==> src/smeme_regs.vh <==
// Register map, field positions, reset values and timing counts for the mode-entry block.
// Assumes inclusion by smeme_unit.v and smeme_core.v; definitions only.
`ifndef SMEME_REGS_VH
`define SMEME_REGS_VH

// Byte addresses on the APB, low 32 address bits
`define SMEME_GMS_ADDR 32'hC3FD_C000
`define SMEME_MRC_ADDR 32'hC3FD_C004
`define SMEME_RCF_ADDR 32'hC3FE_4000
`define SMEME_FLT_ADDR 32'hC3FD_C010
`define SMEME_IST_ADDR 32'hC3FD_C014
`define SMEME_IMK_ADDR 32'hC3FD_C018

// Mode codes and mode request fields
`define SMEME_MODE_SAFE 4'h2
`define SMEME_MODE_DEFAULT_RUN_STATE 4'h3
`define SMEME_MODE_MSB 31
`define SMEME_MODE_LSB 28
`define SMEME_KEY1 16'h5AF0
`define SMEME_KEY2 16'hA50F

// Status register fields
`define SMEME_GMS_TRANS_BIT 27
`define SMEME_GMS_FAIL_BIT 26

// Functional flags that come from the fault collector (upper half-word mask)
`define SMEME_FC_FLAG_MASK 16'h00FF

// Reset values
`define SMEME_RCF_RESET 32'h0000_0000
`define SMEME_IMK_RESET 3'h0

// Interrupt status bits
`define SMEME_IRQ_DONE 0
`define SMEME_IRQ_FAIL 1
`define SMEME_IRQ_RST 2

// Transition timing: time in ns at 40 MHz (25 ns)
`define SMEME_TRANS_NS 200
`define SMEME_CLK_NS 25
`define SMEME_TRANS_CYC ((`SMEME_TRANS_NS + `SMEME_CLK_NS - 1) / `SMEME_CLK_NS)

`endif

==> src/smeme_core.v <==
// Mode sequencer: accepts a keyed mode request and walks the transition.
// Assumes a request pulse from the register decoder and a fault summary level.
`timescale 1ns/1ps
`include "smeme_regs.vh"

module smeme_core (
    // Clock and reset
    input wire pclk,
    input wire presetn,
    // Request
    input wire req_pulse,
    input wire [3:0] req_mode,
    input wire fault_block,
    // Status
    output reg [3:0] cur_mode_q,
    output wire trans_busy,
    output reg done_pulse_q,
    output reg fail_pulse_q
);

    localparam ST_IDLE = 2'd0;
    localparam ST_WAIT = 2'd1;
    localparam [7:0] WAIT_CYC = `SMEME_TRANS_CYC;

    reg [1:0] state_q;
    reg [1:0] state_d;
    reg [7:0] cnt_q;
    reg [3:0] tgt_q;

    assign trans_busy = (state_q == ST_WAIT);

    // Next state
    always @* begin
        state_d = state_q;
        case (state_q)
            ST_IDLE: begin
                if (req_pulse) begin
                    state_d = ST_WAIT;
                end
            end
            ST_WAIT: begin
                if (cnt_q == 8'd1) begin
                    state_d = ST_IDLE;
                end
            end
            default: state_d = ST_IDLE;
        endcase
    end

    // Fault check at end of wait decides the outcome, so a fault raised mid-way still blocks
    always @(posedge pclk or negedge presetn) begin
        if (!presetn) begin
            state_q <= ST_IDLE;
            cnt_q <= 8'd0;
            tgt_q <= 4'h0;
            cur_mode_q <= `SMEME_MODE_SAFE;
            done_pulse_q <= 1'b0;
            fail_pulse_q <= 1'b0;
        end else begin
            state_q <= state_d;
            done_pulse_q <= 1'b0;
            fail_pulse_q <= 1'b0;
            if (state_q == ST_IDLE && req_pulse) begin
                cnt_q <= WAIT_CYC;
                tgt_q <= req_mode;
            end else if (state_q == ST_WAIT) begin
                cnt_q <= cnt_q - 8'd1;
                if (cnt_q == 8'd1) begin
                    if (cur_mode_q == `SMEME_MODE_SAFE && fault_block) begin
                        fail_pulse_q <= 1'b1; // Stay in safe
                    end else begin
                        cur_mode_q <= tgt_q;
                        done_pulse_q <= 1'b1;
                    end
                end
            end
        end
    end

endmodule

==> src/smeme_unit.v <==
// Mode-entry and safe-mode exit block with APB register slave.
// Assumes a single 40 MHz APB clock and fault-collector status as plain levels.
//
// Design decision made here: the APB slave port.
`timescale 1ns/1ps
`include "smeme_regs.vh"

module smeme_unit (
    // APB clock and reset
    input wire pclk,
    input wire presetn,
    // APB slave
    input wire psel,
    input wire penable,
    input wire pwrite,
    input wire [31:0] paddr,
    input wire [31:0] pwdata,
    output wire pready,
    output reg [31:0] prdata,
    output wire pslverr,
    // Reset cause events, one-cycle set pulses
    input wire [15:0] func_reset_set,
    input wire [15:0] dest_reset_set,
    // Fault collector
    input wire fault_pending,
    // Status out
    output wire safe_mode,
    output wire irq
);

    ////////////////////////////////////////////////////////////////////////////////
    // Bus decode

    reg [15:0] key_q;
    reg key_armed_q;
    reg [31:0] rcf_q;
    reg [31:0] mrc_q;
    reg [2:0] ist_q;
    reg [2:0] imk_q;

    wire acc = psel && penable;
    wire wr = acc && pwrite;

    // Address match helper, used by every register
    function hit;
        input [31:0] a;
        input [31:0] b;
        begin
            hit = (a == b);
        end
    endfunction

    wire is_gms = hit(paddr, `SMEME_GMS_ADDR);
    wire is_mrc = hit(paddr, `SMEME_MRC_ADDR);
    wire is_rcf = hit(paddr, `SMEME_RCF_ADDR);
    wire is_ist = hit(paddr, `SMEME_IST_ADDR);
    wire is_imk = hit(paddr, `SMEME_IMK_ADDR);
    wire mapped = is_gms | is_mrc | is_rcf | is_ist | is_imk;

    // Zero wait states; any unmapped access, or a write to the read-only status, answers with an error
    assign pready = 1'b1;
    assign pslverr = acc && (!mapped || (pwrite && is_gms));

    ////////////////////////////////////////////////////////////////////////////////
    // Mode sequencer

    wire [3:0] cur_mode;
    wire busy;
    wire done_p;
    wire fail_p;

    // Collector flags in the functional half block the exit as well as live faults
    wire fc_flags = |(rcf_q[31:16] & `SMEME_FC_FLAG_MASK);
    wire fault_block = fault_pending | fc_flags;
    assign safe_mode = (cur_mode == `SMEME_MODE_SAFE);

    wire [3:0] w_mode = pwdata[`SMEME_MODE_MSB:`SMEME_MODE_LSB];
    wire w_legal = (w_mode == `SMEME_MODE_SAFE) || (w_mode == `SMEME_MODE_DEFAULT_RUN_STATE);
    // Second write must carry same mode and inverted key
    wire key2_ok = key_armed_q && (pwdata[15:0] == ~key_q)
                   && (w_mode == mrc_q[`SMEME_MODE_MSB:`SMEME_MODE_LSB]);
    wire mrc_wr = wr && is_mrc && !busy;
    wire req_go = mrc_wr && key2_ok && w_legal;

    smeme_core u_core (
        .pclk(pclk),
        .presetn(presetn),
        .req_pulse(req_go),
        .req_mode(w_mode),
        .fault_block(fault_block),
        .cur_mode_q(cur_mode),
        .trans_busy(busy),
        .done_pulse_q(done_p),
        .fail_pulse_q(fail_p)
    );

    // Key sequence: first key arms, anything else disarms. Writes during a transition
    // are dropped so a late pair cannot retarget a move already under way.
    always @(posedge pclk or negedge presetn) begin
        if (!presetn) begin
            key_q <= 16'h0000;
            key_armed_q <= 1'b0;
            mrc_q <= 32'h0000_0000;
        end else if (mrc_wr) begin
            mrc_q <= pwdata;
            if (key2_ok) begin
                key_armed_q <= 1'b0;
            end else if (pwdata[15:0] == `SMEME_KEY1) begin
                key_armed_q <= 1'b1;
                key_q <= pwdata[15:0];
            end else begin
                key_armed_q <= 1'b0;
            end
        end
    end

    ////////////////////////////////////////////////////////////////////////////////
    // Reset cause flags

    // Set wins over a write-one clear in the same cycle
    always @(posedge pclk or negedge presetn) begin
        if (!presetn) begin
            rcf_q <= `SMEME_RCF_RESET;
        end else begin
            rcf_q <= (rcf_q & ~((wr && is_rcf) ? pwdata : 32'h0000_0000))
                     | {func_reset_set, dest_reset_set};
        end
    end

    ////////////////////////////////////////////////////////////////////////////////
    // Interrupts

    wire [2:0] ev = {(|func_reset_set) | (|dest_reset_set), fail_p, done_p};
    wire [2:0] ist_clr = (wr && is_ist) ? pwdata[2:0] : 3'h0;

    // Sticky status, set beats clear; mask writes are ignored in safe mode while fault_block is set
    always @(posedge pclk or negedge presetn) begin
        if (!presetn) begin
            ist_q <= 3'h0;
            imk_q <= `SMEME_IMK_RESET;
        end else begin
            ist_q <= (ist_q & ~ist_clr) | ev;
            if (wr && is_imk && !(safe_mode && fault_block)) begin
                imk_q <= pwdata[2:0]; // Config locked in faulted safe mode
            end
        end
    end

    assign irq = |(ist_q & imk_q);

    ////////////////////////////////////////////////////////////////////////////////
    // Read data

    // Registered read data, loaded in the setup cycle so it is valid in access
    always @(posedge pclk or negedge presetn) begin
        if (!presetn) begin
            prdata <= 32'h0000_0000;
        end else if (psel && !penable && !pwrite) begin
            prdata <= 32'h0000_0000;
            if (is_gms) begin
                prdata[`SMEME_MODE_MSB:`SMEME_MODE_LSB] <= cur_mode;
                prdata[`SMEME_GMS_TRANS_BIT] <= busy;
                prdata[`SMEME_GMS_FAIL_BIT] <= ist_q[`SMEME_IRQ_FAIL];
            end else if (is_mrc) begin
                prdata <= mrc_q;
            end else if (is_rcf) begin
                prdata <= rcf_q;
            end else if (is_ist) begin
                prdata[2:0] <= ist_q;
            end else if (is_imk) begin
                prdata[2:0] <= imk_q;
            end
        end
    end

endmodule

==> config.mk <==
export PLATFORM = sky130hd
export DESIGN_NAME = smeme_unit
export DESIGN_NICKNAME = d
export VERILOG_FILES = /design/src/smeme_core.v /design/src/smeme_unit.v
export VERILOG_INCLUDE_DIRS = /design/src
export SDC_FILE = /design/constraint.sdc
export NUM_CORES = 1
export LEC_CHECK = 0
export BUFFER_PORTS_ARGS = -buffer_cell sky130_fd_sc_hd__buf_2
export CORE_MARGIN = 3
export CORE_UTILIZATION = 50
export DETAILED_ROUTE_END_ITERATION = 12
export GPL_ROUTABILITY_DRIVEN = 0
export HOLD_SLACK_MARGIN = 0.05
export PLACE_DENSITY_LB_ADDON = 0.05
export SYNTH_ARGS = -nofsm -noshare
export SYNTH_HDL_FRONTEND = slang
export SYNTH_HIERARCHICAL = 1
export SYNTH_SLANG_ARGS = --single-unit
==> constraint.sdc <==
create_clock -name pclk -period 3.05 [get_ports pclk]
set_input_delay 0.305 -clock pclk [delete_from_list [all_inputs] [get_ports pclk]]
set_output_delay 0.305 -clock pclk [all_outputs]
set_load 0.02 [all_outputs]
Word-level counts from Yosys, hierarchy flattened
Cells that the tools add are included.
{"block": "totals", "register_bits": 139, "inputBits": 102, "wordCells": 104}
{"block": "op_classes", "add_sub_neg": 1, "n_eq_ne": 15, "mux": 24, "bitwise": 17, "n_reduce_logical": 34}
{"operator": "== test 32 bit, second input constant", "n": 5}
{"operator": "two-way mux 32 bit", "n": 2}
{"operator": "bitwise AND 32 bit", "n": 1}
{"operator": "NOT 32 bit", "n": 1}
{"operator": "bitwise OR 32 bit", "n": 1}
{"operator": "OR reduction 16 bit", "n": 2}
{"operator": "two-way mux 29 bit", "n": 1}
{"operator": "two-way mux 26 bit", "n": 1}
{"operator": "logical AND 1 bit", "n": 18}
{"operator": "== test 16 x 15 -> 1 bit, second input constant", "n": 1}
{"operator": "== test 16 bit", "n": 1}
{"operator": "two-way mux 8 bit", "n": 2}
{"operator": "NOT 16 bit", "n": 1}
{"operator": "== test 4 x 2 -> 1 bit, second input constant", "n": 3}
{"operator": "two-way mux 3 bit", "n": 4}
{"operator": "two-way mux 1 bit", "n": 10}
{"operator": "== test 8 x 1 -> 1 bit, second input constant", "n": 1}
{"operator": "OR reduction 8 bit", "n": 1}
{"operator": "subtractor 8 x 1 -> 8 bit, second input constant", "n": 1}
{"operator": "bitwise AND 3 bit", "n": 2}
{"operator": "two-way mux 6 bit", "n": 1}
{"operator": "bitwise OR 1 bit", "n": 6}
{"operator": "zero test 1 bit", "n": 5}
{"operator": "== test 4 bit", "n": 1}
{"operator": "other kinds (14)", "n": 19}

Depth between registers and ports, before layout
{"block": "logic_depth", "depth_word": 9, "mapped_depth": 11, "mapped_depth_nobuf": 8}

Hierarchy
The synthesis kept the hierarchy.
{"module": "smeme_unit", "instances": 1, "cells_per_inst": 480, "area_each_um2": 5437.7}
{"module": "smeme_core", "instances": 1, "cells_per_inst": 67, "area_each_um2": 835.8}

Worst setup path before layout
Ideal clock, no wire load.
{"block": "synth_timing", "path_type": "in2reg", "from": "in paddr[1]", "to": "reg key_q[13]", "setup_ps": 118, "arrival_ps": 2451, "required_ps": 2932, "path_slack_ps": 481, "stages": 8, "cell_sequence": "or4b_4 > or3_1 > buf_2 > or4b_4 > buf_6 > a211oi_4 > buf_6 > nor2b_1"}
{"block": "synth_via", "elab_chain_cells": 4}
{"element": "start: declaration", "line_no": "smeme_unit.v:16", "rtl": "input wire [31:0] paddr,"}
{"element": "== test 32 bit", "line_no": "smeme_unit.v:49", "rtl": "hit = (a == b);"}
{"element": "logical AND 1 bit (2 in series)", "line_no": "smeme_unit.v:82", "rtl": "wire mrc_wr = wr && is_mrc && !busy;"}
{"element": "AND reduction 3 bit (no source line)"}
{"element": "end signal: assignment", "line_no": "smeme_unit.v:110", "rtl": "key_q <= pwdata[15:0];"}
{"element": "end: declaration", "line_no": "smeme_unit.v:34", "rtl": "reg [15:0] key_q;"}
Every way passes these cells.
A chain may end at the register's enable or synchronous reset.

Worst setup path after layout
{"block": "layout_timing", "from": "in paddr[1]", "to": "out pslverr"}
{"block": "layout_via", "elab_chain_cells": 8, "elab_cells_between_ends": 13, "cone_classes": "5 x eq/ne; 4 x bitwise; 4 x reduce/logical"}
{"element": "== test 32 bit", "line_no": "smeme_unit.v:49"}
{"element": "bitwise OR 1 bit (4 in series)", "line_no": "smeme_unit.v:58", "rtl": "wire mapped = is_gms | is_mrc | is_rcf | is_ist | is_imk;"}
{"element": "zero test 1 bit", "line_no": "smeme_unit.v:62", "rtl": "assign pslverr = acc && (!mapped || (pwrite && is_gms));"}
{"element": "logical OR 1 bit *", "line_no": "smeme_unit.v:62"}
{"element": "logical AND 1 bit *", "line_no": "smeme_unit.v:62"}
{"element": "end: declaration", "line_no": "smeme_unit.v:20", "rtl": "output wire pslverr,"}
Every way passes the cells marked *; elsewhere a longest branch is shown, timed or not.

==> reports/metrics.csv <==
stage,metric,value,unit
status,status,"finished, final reports clean",
floorplanning,rows,40,
worst_setup_path,crit_start,paddr[1],
routing,drtIter0Drc,337,
timing,report.final.slew_viol_count,0,
finish,diodes,0,
clock_tree,clk_latency,0.42,ns
routing,avgViaCountPerCell,5.68,
grt,grt_antenna_before_repair,0,
worst_setup_path,r2r_slack,0.62,ns
power,leakagePower,3.84,nW
floorplanning,die_w,118,um
grt,grt_max_degree,124,
clock_tree,clockBufferDepth,2,
synth,synthTopCellsByArea,"dfrtp_1, mux2_2, a21o_1",
floorplanning,die-area,13900,sq um
worst_setup_path,rr_startpoint,mrc_q[28],
clock_tree,cts_tree,built,
synth,yosysWarnings,6,
grt,grt_use_total,24.7,%
clock_tree,post-cts-setup-buffer-count,0,
clock_tree,cts.repair.resized,0,
timing,setup_tns,0,ns
clock_tree,cts_buffers,17,
place,port_buffers,136,
synth,syn_area_per_cell,11.5,sq um
timing,worstMarginPinSlew,1.08,ns
worst_setup_path,critPathLaunchType,input port,
clock_tree,h-tree-depth,4,
clock_tree,root_buffer,clkbuf_16,
clock_tree,cts_hold_buf,0,
flow_run,cap_violations,0,
timing,setup_violations,0,
clock_tree,clk_pin_slew,0.06,ns
synth,synthDistinctLibCells,58,
clock_tree,clkSinkCount,138,
power,pwr_density_cell,527,nW/um^2
hold_path,holdCritPathClass,in -> async,
grt,grt_pass1_wl,26.9,mm
worst_setup_path,reg2reg_depth,8,
timing,fin_crit,2.53,ns
grt,use_met1,32.6,%
finish,syn2layout_area_growth,24.4,%
worst_setup_path,cp-end-kind,output pin,
synth,yosysSeqAreaShare,55.1,%
synth,yosysTopAreaCellShare,54.6,%
floorplanning,dieHeight,118,um
synth,synth_area_leader_cell,dfrtp_1,
routing,drt_pass1_iterations,6,
worst_setup_path,r2r_end,u_core/tgt_q[0],
grt,busiest_layer,met2,
grt,grt-ovfl-total,0,
synth,synth_edf_count,0,
finish,nets,798,
worst_setup_path,crit_fanout,8,
routing,ant_nets,0,
place,hpwl,12.1,mm
routing,drc,0,
synth,netlist_instances,547,
grt,grt_pass1_vias,5006,
synth,ys.flop_type,dfrtp_1,
power,ir_worst_vdd,595,uV
worst_setup_path,cp_data_required_time,2.74,ns
floorplanning,start_util,51.6,%
worst_setup_path,setup.worst_path.class,in -> out,
routing,wirelength,16.6,mm
routing,vias,4967,
place,pre_cts_ws,0.231,ns
synth,syn_area,6270,sq um
worst_setup_path,crit_arrival,2.23,ns
worst_setup_path,crit_end,pslverr,
grt,grt_use_met3,6.78,%
synth,synthArstFlopShare,100,%
finish,drive_gt1_share,33.7,%
grt,gr-usage-met2,39.2,%
timing,rsz0062_at_grt,no,
timing,final.period_utilization,83.0,%
timing,setup_ws,0.519,ns
floorplanning,io_pins,138,
timing,fin_worst_skew,0.00699,ns
synth,synthesis.nets,651,
timing,max_freq,395,MHz
synth,synth-seq-cells,138,
floorplanning,core,12200,sq um
timing,max-slew-margin-rel,27.7,%
timing,hold_violations,0,
routing,avgRoutedWirePerCell,19.0,um
==> cells in the mapped netlist (6+ instances only) <==
master      n
nand4_1     9
dfrtp_1   137
and2_1      8
inv_1      10
buf_2       6
a21o_1     58
clkbuf_1   15
nor2b_1    10
mux2_2     41
xor2_1     14
xnor2_1     6
nor2_1     14
nand2_1    49
nand3_1     9
a21oi_1    10
nor4_1     15
o21ai_0    22
or2_1       8
nor3_1      9
a31oi_1     6
a22o_1     23
==> worst max-delay path, stage by stage <==
cell and delay (ns):
buf_2 0.12, or4_1 0.58, or3_1 0.47, nor3_1 0.34
nand2_1 0.10, a21oi_1 0.14, buf_2 0.18
==> state kept, by name (all words and copies together) (netlist names) <==
register             count
u_core/tgt_q             4
rcf_q                   32
u_core/fail_pulse_q      1
u_core/cnt_q             8
ist_q                    3
imk_q                    3
key_q                   16
u_core/state_q           1
u_core/done_pulse_q      1
mrc_q                   32
u_core/cur_mode_q        4
key_armed_q              1
prdata                  32
==> kinds of logic (layout without fill, tap and decap cells) <==
group	after synthesis	count (layout)	synth area share, %
AOI/OAI and AO/OA	146	146	17.2
other	1	1	0.0598
xor gates and xnor gates	20	20	2.79
adders and majority gates	2	2	0.399
and+or+nand+nor	164	164	14.6
DFF	138	138	55.1
muxes	42	42	7.52
buffers and inverters	34	193	2.45
==> worst min path at each step <==
stage	start	end	slack [ns]	depth (start not counted)
floorplan	presetn	imk_q[0]	0.009	0
global placement	u_core/done_pulse_q	ist_q[0]	0.41	1
detailed placement	u_core/fail_pulse_q	ist_q[1]	0.42	1
CTS	dest_reset_set[7]	rcf_q[7]	0.07	2
global route	func_reset_set[0]	rcf_q[16]	0.08	2
finish	presetn	rcf_q[22]	0.06	1
==> layer usage <==
layer / routed length, um / part of all wire, %
met3: 1140 / 6.9
met2: 8020 / 48
met5: 0 / 0
met4: 352 / 2.1
met1: 7130 / 43
==> power breakdown <==
group	internal (mW)	switching (mW)	total [mW]
registers	1.84	0.00220	1.84
clock network	1.32	0.742	2.06
logic	0.0755	0.135	0.211
==> layout make-up <==
| cell class | count | area [sq um] |
|---|---|---|
| Inverter | 10 | 37.5 |
| Sequential cell | 138 | 3450 |
| Multi-Input combinational cell | 375 | 2680 |
| Clock inverter | 12 | 148 |
| Tap cell | 168 | 210 |
| Clock buffer | 19 | 453 |
| Fill cell | 1029 | 4360 |
| Timing Repair Buffer | 152 | 820 |
==> cells in the final DEF, fill, tap and decap left out, drive strengths merged, types with 11 or more instances in the layout <==
master    n
buf     152
nand2    49
dfrtp   137
nor2     14
xor2     14
mux2     41
o21ai    22
nor4     15
clkbuf   19
inv      11
a22o     23
a21o     58
==> through the flow <==
stage / total power [mW] / cells / cell area [sq um] / utilization (%) / hold slack [ns]
after floorplan: 1.92 / 547 / 6270 / - / 0.00941
after global placement: 2.08 / 843 / 7200 / 59.2 / 0.413
after detailed placement: 2.08 / 843 / 7200 / 59.2 / 0.421
after CTS: 4.15 / 874 / 7800 / 64.2 / 0.0722
after global routing: 4.25 / 874 / 7800 / 64.2 / 0.0843
final: 4.11 / 874 / 7800 / 64.2 / 0.0639
No activity file was read; power rests on OpenSTA's default activity.
